## config.mk

```make
export PLATFORM = sky130hd
export DESIGN_NAME = awts_top
export DESIGN_NICKNAME = d
export VERILOG_FILES = /design/src/include/awts_pkg.sv /design/src/rtl/awts_top.sv /design/src/rtl/awts_sync3.sv
export VERILOG_INCLUDE_DIRS = /design/src /design/src/include
export SDC_FILE = /design/constraint.sdc
export NUM_CORES = 1
export LEC_CHECK = 0
export BUFFER_PORTS_ARGS = -buffer_cell sky130_fd_sc_hd__buf_2
export CAP_MARGIN = 10
export CORE_ASPECT_RATIO = 0.5
export CORE_UTILIZATION = 69
export CTS_BUF_LIST = sky130_fd_sc_hd__clkbuf_4 sky130_fd_sc_hd__clkbuf_8
export DETAILED_ROUTE_END_ITERATION = 16
export HOLD_SLACK_MARGIN = 0.15
export PLACE_DENSITY = 0.91
export SYNTH_ARGS = -nofsm -noshare
export SYNTH_HDL_FRONTEND = slang
export SYNTH_SLANG_ARGS = --single-unit
export TNS_END_PERCENT = 10
```

## constraint.sdc

```tcl
create_clock -name ref_clk_in -period 2.7 [get_ports ref_clk_in]
set_input_delay 0.135 -clock ref_clk_in [delete_from_list [all_inputs] [get_ports ref_clk_in]]
set_output_delay 0.135 -clock ref_clk_in [all_outputs]
set_load 0.005 [all_outputs]
```

## src/include/awts_params.svh

```systemverilog
// constants of the sequencer trigger and status block
`ifndef AWTS_PARAMS_SVH
`define AWTS_PARAMS_SVH

`define AWTS_SAMPLE_W 16
`define AWTS_CMP_W 20
`define AWTS_HYST_W 17
`define AWTS_HYST_MAX 17'h1FFFF
`define AWTS_PROD_W 32
`define AWTS_PCT_FULL 32'h00000064
`define AWTS_N_SRC 4
`define AWTS_SRC_SEL_W 2
`define AWTS_N_TRIG 4
`define AWTS_AUX_SEL_W 3
`define AWTS_GATE_IN_A 2
`define AWTS_GATE_IN_B 3
`define AWTS_CACHE_INSTR 11'h400
`define AWTS_LEN_W 11
`define AWTS_LEN_ONE 11'h001
`define AWTS_PC_W 10
`define AWTS_PC_ONE 10'h001
`define AWTS_USAGE_W 8
`define AWTS_USAGE_PROD_W 18
`define AWTS_USAGE_PCT 18'h00064
`define AWTS_USAGE_SHIFT 10
`define AWTS_INSTR_PERIOD_PS 4440
`define AWTS_CLK_PERIOD_PS 4000
`define AWTS_INSTR_CYCLES \
   (((`AWTS_INSTR_PERIOD_PS / `AWTS_CLK_PERIOD_PS) < 1) ? 1 : \
   (`AWTS_INSTR_PERIOD_PS / `AWTS_CLK_PERIOD_PS))

`endif

```

## src/include/awts_pkg.sv

```systemverilog
// types of the sequencer trigger and status block
package awts_pkg;
`include "awts_params.svh"

   typedef enum logic [1:0]
   {
      AWTS_SLOPE_LEVEL = 2'h0,
      AWTS_SLOPE_RISE = 2'h1,
      AWTS_SLOPE_FALL = 2'h2,
      AWTS_SLOPE_BOTH = 2'h3
   } awts_slope_type;

   typedef enum logic [1:0]
   {
      AWTS_SEQ_NOT_READY = 2'h0,
      AWTS_SEQ_READY = 2'h1,
      AWTS_SEQ_RUN = 2'h2,
      AWTS_SEQ_WAIT = 2'h3
   } awts_seq_type;

   typedef enum logic [1:0]
   {
      AWTS_CT_NONE = 2'h0,
      AWTS_CT_OK = 2'h1,
      AWTS_CT_ERR = 2'h2
   } awts_ct_type;

   typedef struct packed
   {
      awts_slope_type slope;
      logic [`AWTS_SAMPLE_W-1:0] level;
      logic hyst_rel;
      logic [`AWTS_SAMPLE_W-1:0] hyst_abs;
      logic [`AWTS_SAMPLE_W-1:0] hyst_pct;
      logic [`AWTS_SAMPLE_W-1:0] full_scale;
      logic [`AWTS_SRC_SEL_W-1:0] src_sel;
      logic gate_en;
      logic gate_sel;
      logic [`AWTS_AUX_SEL_W-1:0] aux_sel;
   } awts_trig_cfg_type;

   typedef struct packed
   {
      logic loaded;
      logic [`AWTS_LEN_W-1:0] len;
      logic start;
      logic stop;
      logic rerun;
      logic wait_req;
   } awts_seq_ctl_type;

   typedef struct packed
   {
      awts_seq_type status;
      logic [`AWTS_PC_W-1:0] pc;
      logic [`AWTS_USAGE_W-1:0] usage;
      awts_ct_type ct;
   } awts_seq_stat_type;

   typedef struct packed
   {
      logic prev_above;
      logic armed;
      logic last_rise;
      logic trig_pulse;
      logic trig_state;
      logic aux_prev;
      logic aux_state;
      awts_seq_stat_type seq;
   } awts_state_type;

endpackage

```

## src/rtl/awts_top.sv

```systemverilog
// sequencer trigger unit with run, program and command table status
//
// Functional notes
// - force command triggers regardless of source settings
// - main trigger state shows detected or not
// - slope picks level, rise, fall or both
// - selected source compared against programmable level
// - re-arm after hysteresis excursion; zero disables it
// - hysteresis side opposite to the triggering edge
// - absolute or relative hysteresis, above full allowed
// - gate taken from trigger input 3 or 4
// - enabled gate blocks compare triggers while its input is low; disabled gate ignored
// - auxiliary source among eight trigger inputs/outputs
// - auxiliary trigger state flag of its own
// - one instruction executed per clock cycle
// - instruction counter readable while running
// - status ready, running, waiting or not ready
// - rerun restarts program whenever it completes
// - program holds at most 1024 instructions
// - command table status none, ok or error
`timescale 1ns/1ps
module awts_top
#(
   parameter int N_SRC = `AWTS_N_SRC
)
(
   input wire logic ref_clk_in,
   input wire logic nrst_in,
   input wire logic [N_SRC-1:0][`AWTS_SAMPLE_W-1:0] samples_in,
   input wire awts_pkg::awts_trig_cfg_type trig_cfg_in,
   input wire logic force_in,
   input wire logic trig_ack_in,
   input wire logic aux_ack_in,
   input wire logic [`AWTS_N_TRIG-1:0] trig_pin_in,
   input wire logic [`AWTS_N_TRIG-1:0] trig_out_in,
   input wire awts_pkg::awts_seq_ctl_type seq_ctl_in,
   input wire logic ct_ok_in,
   input wire logic ct_err_in,
   input wire logic ct_clear_in,
   output logic trig_pulse_out,
   output logic trig_state_out,
   output logic aux_state_out,
   output awts_pkg::awts_seq_stat_type seq_stat_out
);

   logic rst_meta_n_r;
   logic rst_n_r;
   awts_pkg::awts_state_type s_r;
   awts_pkg::awts_state_type s_nxt;
   logic [`AWTS_N_TRIG-1:0] pin_sync;
   logic signed [`AWTS_CMP_W-1:0] samp_x;
   logic signed [`AWTS_CMP_W-1:0] lvl_x;
   logic signed [`AWTS_CMP_W-1:0] hyst_x;
   logic [`AWTS_PROD_W-1:0] rel_prod;
   logic [`AWTS_PROD_W-1:0] rel_hyst;
   logic [`AWTS_HYST_W-1:0] hyst_c;
   logic hyst_nz;
   logic above;
   logic below_lo;
   logic above_hi;
   logic rise_x;
   logic fall_x;
   logic hit;
   logic rearm;
   logic qualify;
   logic gate_sig;
   logic gate_ok;
   logic ana_trig;
   logic trig_evt;
   logic [2*`AWTS_N_TRIG-1:0] aux_pool;
   logic aux_sig;
   logic aux_hit;
   logic prog_ok;
   logic last;
   logic adv;
   logic [`AWTS_USAGE_PROD_W-1:0] usage_prod;

   // reset is dropped at once and released on the clock
   always_ff @(posedge ref_clk_in or negedge nrst_in)
   begin
      if (!nrst_in)
      begin
         rst_meta_n_r <= 1'h0;
         rst_n_r <= 1'h0;
      end
      else
      begin
         rst_meta_n_r <= 1'h1;
         rst_n_r <= rst_meta_n_r;
      end
   end

   awts_sync3
   #(
      .WIDTH(`AWTS_N_TRIG)
   )
   u_pin_sync
   (
      .clk_in(ref_clk_in),
      .rst_n_in(rst_n_r),
      .d_in(trig_pin_in),
      .q_out(pin_sync)
   );

   // analog compare datapath, all in one widened signed domain
   assign samp_x = `AWTS_CMP_W'($signed(samples_in[trig_cfg_in.src_sel]));
   assign lvl_x = `AWTS_CMP_W'($signed(trig_cfg_in.level));
   // relative size may exceed full scale; only the ceiling clamps it
   assign rel_prod = `AWTS_PROD_W'(trig_cfg_in.full_scale) *
                     `AWTS_PROD_W'(trig_cfg_in.hyst_pct);
   assign rel_hyst = rel_prod / `AWTS_PCT_FULL;
   always_comb
   begin
      if (!trig_cfg_in.hyst_rel)
         hyst_c = `AWTS_HYST_W'(trig_cfg_in.hyst_abs);
      else if (rel_hyst > `AWTS_PROD_W'(`AWTS_HYST_MAX))
         hyst_c = `AWTS_HYST_MAX;
      else
         hyst_c = rel_hyst[`AWTS_HYST_W-1:0];
   end
   assign hyst_x = $signed(`AWTS_CMP_W'(hyst_c));
   assign hyst_nz = (hyst_c != '0);
   assign above = (samp_x >= lvl_x);
   assign below_lo = (samp_x <= (lvl_x - hyst_x));
   assign above_hi = (samp_x >= (lvl_x + hyst_x));

   // edges from this and the previous comparator result
   assign rise_x = above & ~s_r.prev_above;
   assign fall_x = ~above & s_r.prev_above;

   always_comb
   begin
      unique case (trig_cfg_in.slope)
         awts_pkg::AWTS_SLOPE_LEVEL:
         begin
            hit = above;
            rearm = below_lo;
         end
         awts_pkg::AWTS_SLOPE_RISE:
         begin
            hit = rise_x;
            rearm = below_lo;
         end
         awts_pkg::AWTS_SLOPE_FALL:
         begin
            hit = fall_x;
            rearm = above_hi;
         end
         awts_pkg::AWTS_SLOPE_BOTH:
         begin
            hit = rise_x | fall_x;
            rearm = s_r.last_rise ? below_lo : above_hi;
         end
      endcase
   end

   // zero hysteresis leaves the trigger armed at all times
   assign qualify = hit & (s_r.armed | ~hyst_nz);
   assign gate_sig = trig_cfg_in.gate_sel ? pin_sync[`AWTS_GATE_IN_B] :
                     pin_sync[`AWTS_GATE_IN_A];
   assign gate_ok = ~trig_cfg_in.gate_en | gate_sig;
   assign ana_trig = qualify & gate_ok;
   assign trig_evt = ana_trig | force_in;

   // auxiliary pool: inputs 1..4 then outputs 1..4
   assign aux_pool = {trig_out_in, pin_sync};
   assign aux_sig = aux_pool[trig_cfg_in.aux_sel];
   assign aux_hit = aux_sig & ~s_r.aux_prev;

   assign prog_ok = seq_ctl_in.loaded & (seq_ctl_in.len != '0) &
                    (seq_ctl_in.len <= `AWTS_CACHE_INSTR);
   assign last = (`AWTS_LEN_W'(s_r.seq.pc) ==
                  (seq_ctl_in.len - `AWTS_LEN_ONE));
   assign usage_prod = `AWTS_USAGE_PROD_W'(seq_ctl_in.len) *
                       `AWTS_USAGE_PCT;

   always_comb
   begin
      s_nxt = s_r;
      adv = 1'h0;

      s_nxt.prev_above = above;
      if (ana_trig & hyst_nz)
         s_nxt.armed = 1'h0;
      else if (rearm)
         s_nxt.armed = 1'h1;
      if (ana_trig)
         s_nxt.last_rise = above;

      s_nxt.trig_pulse = trig_evt;
      // a new event beats an acknowledge in the same cycle
      s_nxt.trig_state = trig_evt | (s_r.trig_state & ~trig_ack_in);
      s_nxt.aux_prev = aux_sig;
      s_nxt.aux_state = aux_hit | (s_r.aux_state & ~aux_ack_in);

      unique case (s_r.seq.status)
         awts_pkg::AWTS_SEQ_NOT_READY:
         begin
            if (prog_ok)
               s_nxt.seq.status = awts_pkg::AWTS_SEQ_READY;
         end
         awts_pkg::AWTS_SEQ_READY:
         begin
            if (!prog_ok)
               s_nxt.seq.status = awts_pkg::AWTS_SEQ_NOT_READY;
            else if (seq_ctl_in.start)
            begin
               s_nxt.seq.status = awts_pkg::AWTS_SEQ_RUN;
               s_nxt.seq.pc = '0;
            end
         end
         awts_pkg::AWTS_SEQ_RUN:
         begin
            if (!prog_ok)
               s_nxt.seq.status = awts_pkg::AWTS_SEQ_NOT_READY;
            else if (seq_ctl_in.stop)
               s_nxt.seq.status = awts_pkg::AWTS_SEQ_READY;
            else if (seq_ctl_in.wait_req & ~trig_evt)
               s_nxt.seq.status = awts_pkg::AWTS_SEQ_WAIT;
            else
               adv = 1'h1;
         end
         awts_pkg::AWTS_SEQ_WAIT:
         begin
            if (!prog_ok)
               s_nxt.seq.status = awts_pkg::AWTS_SEQ_NOT_READY;
            else if (seq_ctl_in.stop)
               s_nxt.seq.status = awts_pkg::AWTS_SEQ_READY;
            else if (trig_evt)
               adv = 1'h1;
         end
      endcase

      if (adv)
      begin
         if (!last)
         begin
            s_nxt.seq.status = awts_pkg::AWTS_SEQ_RUN;
            s_nxt.seq.pc = s_r.seq.pc + `AWTS_PC_ONE;
         end
         else if (seq_ctl_in.rerun)
         begin
            // restart costs no gap here; the host loop adds the jitter
            s_nxt.seq.status = awts_pkg::AWTS_SEQ_RUN;
            s_nxt.seq.pc = '0;
         end
         else
            s_nxt.seq.status = awts_pkg::AWTS_SEQ_READY;
      end

      s_nxt.seq.usage =
         usage_prod[`AWTS_USAGE_SHIFT +: `AWTS_USAGE_W];

      if (ct_err_in)
         s_nxt.seq.ct = awts_pkg::AWTS_CT_ERR;
      else if (ct_ok_in)
         s_nxt.seq.ct = awts_pkg::AWTS_CT_OK;
      else if (ct_clear_in)
         s_nxt.seq.ct = awts_pkg::AWTS_CT_NONE;
   end

   always_ff @(posedge ref_clk_in or negedge rst_n_r)
   begin
      if (!rst_n_r)
         s_r <= '0;
      else
         s_r <= s_nxt;
   end

   assign trig_pulse_out = s_r.trig_pulse;
   assign trig_state_out = s_r.trig_state;
   assign aux_state_out = s_r.aux_state;
   assign seq_stat_out = s_r.seq;
endmodule

```

## src/rtl/awts_sync3.sv

```systemverilog
// three-stage pin synchroniser with agreement filter
`timescale 1ns/1ps
module awts_sync3
#(
   parameter int WIDTH = 4
)
(
   input wire logic clk_in,
   input wire logic rst_n_in,
   input wire logic [WIDTH-1:0] d_in,
   output logic [WIDTH-1:0] q_out
);

   typedef struct packed
   {
      logic [WIDTH-1:0] ff1;
      logic [WIDTH-1:0] ff2;
      logic [WIDTH-1:0] ff3;
      logic [WIDTH-1:0] q;
   } awts_sync_state_type;

   awts_sync_state_type s_r;
   awts_sync_state_type s_nxt;

   always_comb
   begin
      s_nxt = s_r;
      s_nxt.ff1 = d_in;
      s_nxt.ff2 = s_r.ff1;
      s_nxt.ff3 = s_r.ff2;
      // a bit moves only once the two late stages agree
      s_nxt.q = (~(s_r.ff2 ^ s_r.ff3) & s_r.ff3) |
                ((s_r.ff2 ^ s_r.ff3) & s_r.q);
   end

   always_ff @(posedge clk_in or negedge rst_n_in)
   begin
      if (!rst_n_in)
         s_r <= '0;
      else
         s_r <= s_nxt;
   end

   assign q_out = s_r.q;

endmodule

```

==> run_results.csv, run 1 <==
group,metric,value,unit
clocking,cts-resized-gates,494,
clocking,cts_root_buffer,"clkbuf_8",
clocking,h-tree-depth,2,
yosys,synth_edf_count,0,
floorplanning,start_util,70.7,%
clocking,numCtsBuffers,5,
yosys,yosysSeqAreaShare,5.44,%
outcome,firstError,"[ERROR DPL-0038] Utilization greater than 100%, impossible to legalize",
floorplanning,std_cell_rows,45,
yosys,synthCells,2640,
clocking,clock_path_buffers,2,
outcome,status,"stopped before the end",
yosys,yosys_warnings,0,
yosys,async_reset_ff_share,100,%
clocking,hold_buffers,13,
yosys,yosys.area.top_type,"fa_1",
floorplanning,die_w,252,um
yosys,ys_top_cells_by_area,"fa_1 19%, ha_1 14%, inv_1 5.5%",
yosys,synth_cell_types,129,
yosys,synth_ff_type,"dfrtp_1",
placement,gp_congestion,1.09,
yosys,syn_area,21600,um2
clocking,postCtsSetupRepairBufs,135,
floorplanning,die_h,127,um
clocking,cts.sink_count,47,
yosys,synth_seq_cells,47,
yosys,yosysTopAreaCellShare,18.6,%
placement,port_buffers,194,
yosys,synth_area_per_cell,8.19,um2
outcome,lastStage,"4_1_cts",
floorplanning,ios,195,
placement,hpwl,89.3,mm
yosys,synth_nets,3255,
placement,dpl_cell_area,29000,um2
cells by family after synthesis:
logic type	count (synthesis)	share of synthesized area [%]
AOI/OAI and AO/OA	698	24.7
xor gates and xnor gates	138	5.77
adders and majority gates	457	33.3
buffers and inverters	429	8.07
DFF	47	5.44
muxes	52	3.57
other	1	0.0174
and+or+nand+nor	818	19.1
metrics by stage:
step | hold slack (ns) | setup TNS [ns] | util [%] | setup WS [ns] | std cells
3_5_place_dp | -0.0650 | -330.37 | 94.9 | -23.67 | 3906
3_3_place_gp | -0.0802 | -288.73 | 94.9 | -20.44 | 3906
2_1_floorplan | -0.161 | -277.96 | - | -20.12 | 2640
cells in the mapped netlist (all sizes together) (10+ instances only):
cell,n
inv,317
clkbuf,58
maj3,12
o32ai,12
nand2,232
o21a,25
fa,201
nor2b,17
ha,244
a211o,15
xor2,30
o211ai,35
a31oi,40
mux4,19
nand3,56
a211oi,37
o21ai,95
nand4,33
xnor2,108
or2,16
a21oi,159
or3,18
mux2,10
a2111oi,15
and2,148
a21boi,10
nor2,156
nand2b,24
a21o,32
o21bai,33
buf,54
and3,20
dfrtp,47
nor4,20
a22oi,13
nor3,56
mux2i,23
o31ai,25
o22ai,23
==> inputs of run 2 (changes only) <==
--- a/config.mk
+++ b/config.mk
@@ -8,12 +8,9 @@
 export LEC_CHECK = 0
 export BUFFER_PORTS_ARGS = -buffer_cell sky130_fd_sc_hd__buf_2
 export CAP_MARGIN = 10
-export CORE_ASPECT_RATIO = 0.5
-export CORE_UTILIZATION = 69
-export CTS_BUF_LIST = sky130_fd_sc_hd__clkbuf_4 sky130_fd_sc_hd__clkbuf_8
+export CORE_UTILIZATION = 40
 export DETAILED_ROUTE_END_ITERATION = 16
-export HOLD_SLACK_MARGIN = 0.15
-export PLACE_DENSITY = 0.91
+export PLACE_DENSITY_LB_ADDON = 0.15
 export SYNTH_ARGS = -nofsm -noshare
 export SYNTH_HDL_FRONTEND = slang
 export SYNTH_SLANG_ARGS = --single-unit
==> run_results.csv, run 2 <==
group,metric,value,unit
critical_path,critPathMaxStageDelay,0.56,ns
yosys,ys_top_cells_by_area,"fa_1 19%, ha_1 14%, inv_1 5.5%",
drt,drt_iter0_markers,1025,
yosys,synthMuxAreaShare,3.57,%
layout,nets,4225,
hold_path,hold_class,"in2reg",
yosys,yosysSeqAreaShare,5.44,%
clocking,clkTransAtPathRegs,0.06,ns
yosys,synth_edf_count,0,
drt,viasPerCell,5.37,
clocking,cts_tree,"built",
yosys,synth_seq_cells,47,
floorplanning,ios,195,
floorplanning,die_area,55000,um2
critical_path,cpMostUsedCell,"buf_4",
sta,fin_skew,0.00423,ns
layout,area_growth_syn_to_layout,46.4,%
yosys,synthCells,2640,
floorplanning,start_util,40.8,%
global_routing,grt_antenna_before_repair,0,
global_routing,track_usage,25.9,%
clocking,h-tree-depth,2,
sta,hold_violations,0,
outcome,status,"finished with violations",
critical_path,crit_arrival,23.75,ns
yosys,async_reset_ff_share,100,%
yosys,synth_top_family_by_area,"adder cells",
drt,ant_nets,0,
yosys,synth_common_cells,"317 x inv_1, 244 x ha_1, 231 x nand2_1, 201 x fa_1, 152 x nor2_1",
layout,seq_area,1180,um2
sta,relSlewSlack,32.6,%
clocking,cts_root_buffer,"clkbuf_16",
sta,slew_violations,0,
yosys,yosysMostFrequentCell,"inv_1",
placement,gp_congestion,0.964,
clocking,numCtsBuffers,5,
critical_path,cp-end-kind,"flop",
yosys,synth_cell_types,129,
yosys,syn_area,21600,um2
yosys,yosys.area.top_type,"fa_1",
critical_path,critical_path.top_delay_family,"compound AO/OA/AOI/OAI gates",
critical_path,critPathKind,"in2reg",
layout,final_layout_size_suffix_gt1_share,40.1,%
critical_path,cp_slowest_cell,"fa_1",
floorplanning,die_h,234,um
drt,drc_errors,0,
yosys,yosys_warnings,0,
floorplanning,coreArea,53000,um2
drt,routedWlPerCell,16.5,um
yosys,synth_compound_area_share,24.7,%
layout,fillers,4751,
drt,dr_total_vias,23100,
clocking,clock_latency,0.29,ns
drt,first_pass_iters,5,
layout,layout_commonest_cell,"buf_4",
yosys,yosysTopAreaCellShare,18.6,%
placement,port_buffers,194,
clocking,cts.sink_count,47,
yosys,synth_area_per_cell,8.19,um2
sta,fin_crit,23.51,ns
sta,setup_viol,21,
sta,rsz0062_at_grt,"yes",
global_routing,grt_max_degree,46,
layout,multiInputGateArea,20400,um2
floorplanning,std_cell_rows,84,
outcome,violations,"negative setup slack",
global_routing,globalRouteOverflowTotal,0,
global_routing,grt_pass1_vias,24200,
critical_path,cp-start-kind,"input pin",
sta,fin_crit_sh,871,%
floorplanning,die_w,234,um
placement,hpwl,60.3,mm
layout,largest_reg_flops,22,
sta,tightest_slew,1.01,ns
yosys,synth_xor_area_share,5.77,%
sta,max_freq,42.5,MHz
drt,routed_wl,71.1,mm
placement,dp_slack,-21.63,ns
critical_path,cp_max_fo,8,
critical_path,path_buf_inv,22,
critical_path,required,2.94,ns
flow_run,max_cap_viol_count,0,
yosys,yosys.area_share.simple,19.1,%
yosys,synth_nets,3255,
yosys,synth-adder-area-share,33.3,%
yosys,synth_ff_type,"dfrtp_1",
sta,fin_ws,-20.81,ns
layout,final_cell_mix,"848 x buf_4, 316 x inv_1, 231 x ha_1, 223 x nand2_1, 192 x fa_1",
global_routing,grt_pass1_wl,118,mm
clocking,clock_path_buffers,2,
run 2: cell counts after synthesis:
Identical to the previous run, type by type.
run 2: worst register-to-register path: stages, from the launching register on:
cell      delay [ns]
dfrtp_1         0.36
inv_1           0.05
ha_1            0.28
nand2_1         0.06
o21ai_0         0.08
a22oi_1         0.14
o21ai_0         0.14
a21oi_1         0.21
inv_1           0.18
o21a_1          0.25
o22ai_4         0.21
buf_12          0.16
o221ai_2        0.10
run 2: worst paths after layout:
path | startpoint | endpoint | slack [ns] | depth (start not counted)
worst max-delay path | trig_cfg_in[17] | s_r[27] | -20.81 | 114
worst min-delay path | aux_ack_in | aux_state_out | 0.03 | 2
worst max register to register | s_r[28] | seq_stat_out[14] | 0.36 | 12
worst min register to register | u_pin_sync.s_nxt[10] | u_pin_sync.s_nxt[6] | 0.35 | 0
max in group asynchronous | rst_n_r | s_r[28] | 1.63 | 0
min in group asynchronous | nrst_in | rst_n_r | 0.15 | 2
run 2: layer usage:
layer | wire length, um | part of all wire (%) | global-route usage (%)
met5 | 0 | 0 | 0
met4 | 1020 | 1.4 | 4.09
met3 | 1880 | 2.6 | 1.33
met2 | 36800 | 52 | 47.6
met1 | 31400 | 44 | 33.8
run 2: cell families after synthesis:
family,count (synthesis)
compound gates,698
xor+xnor,138
fa+ha+maj,457
buf+inv,429
flops,47
mux,52
other cells,1
simple gates,818
run 2: repair_timing:
item | 4_1_cts | 5_1_grt
setup buffers | 35 | 9
resized for setup | 191 | 62
pin swaps | 119 | 26
endpoints found under the setup margin | 21 | 22
hold buffers | 6 | 0
cloned | 2 | 0
endpoints found under the hold margin | 7 | 0
run 2: stage by stage:
step | hold WS [ns] | area, um2 | util (%) | TNS [ns] | instances
floorplan | -0.161 | 22500 | - | -277.96 | 2640
global placement | -0.0806 | 29800 | 56.3 | -298.18 | 4239
detailed placement | -0.0761 | 29800 | 56.3 | -302.79 | 4239
CTS | 0.0198 | 31300 | 59.0 | -285.77 | 4289
global route | 0.0375 | 31600 | 59.7 | -306.53 | 4298
finish | 0.0303 | 31600 | 59.7 | -290.05 | 4299
run 2: cell type report:
type	instances	area share, %
multi-input cells	2164	64.6
repair buffers	1075	24.8
inverters	317	3.76
flip-flops and latches	47	3.72
well taps	688	2.72
clock buffers	5	0.395
clock inverters	2	0.0435
diodes	1	0.00791
Power of run 2 is left out: the tool's default activity adds up to more than one toggle a clock period on the data nets, which glitch-free logic cannot reach.
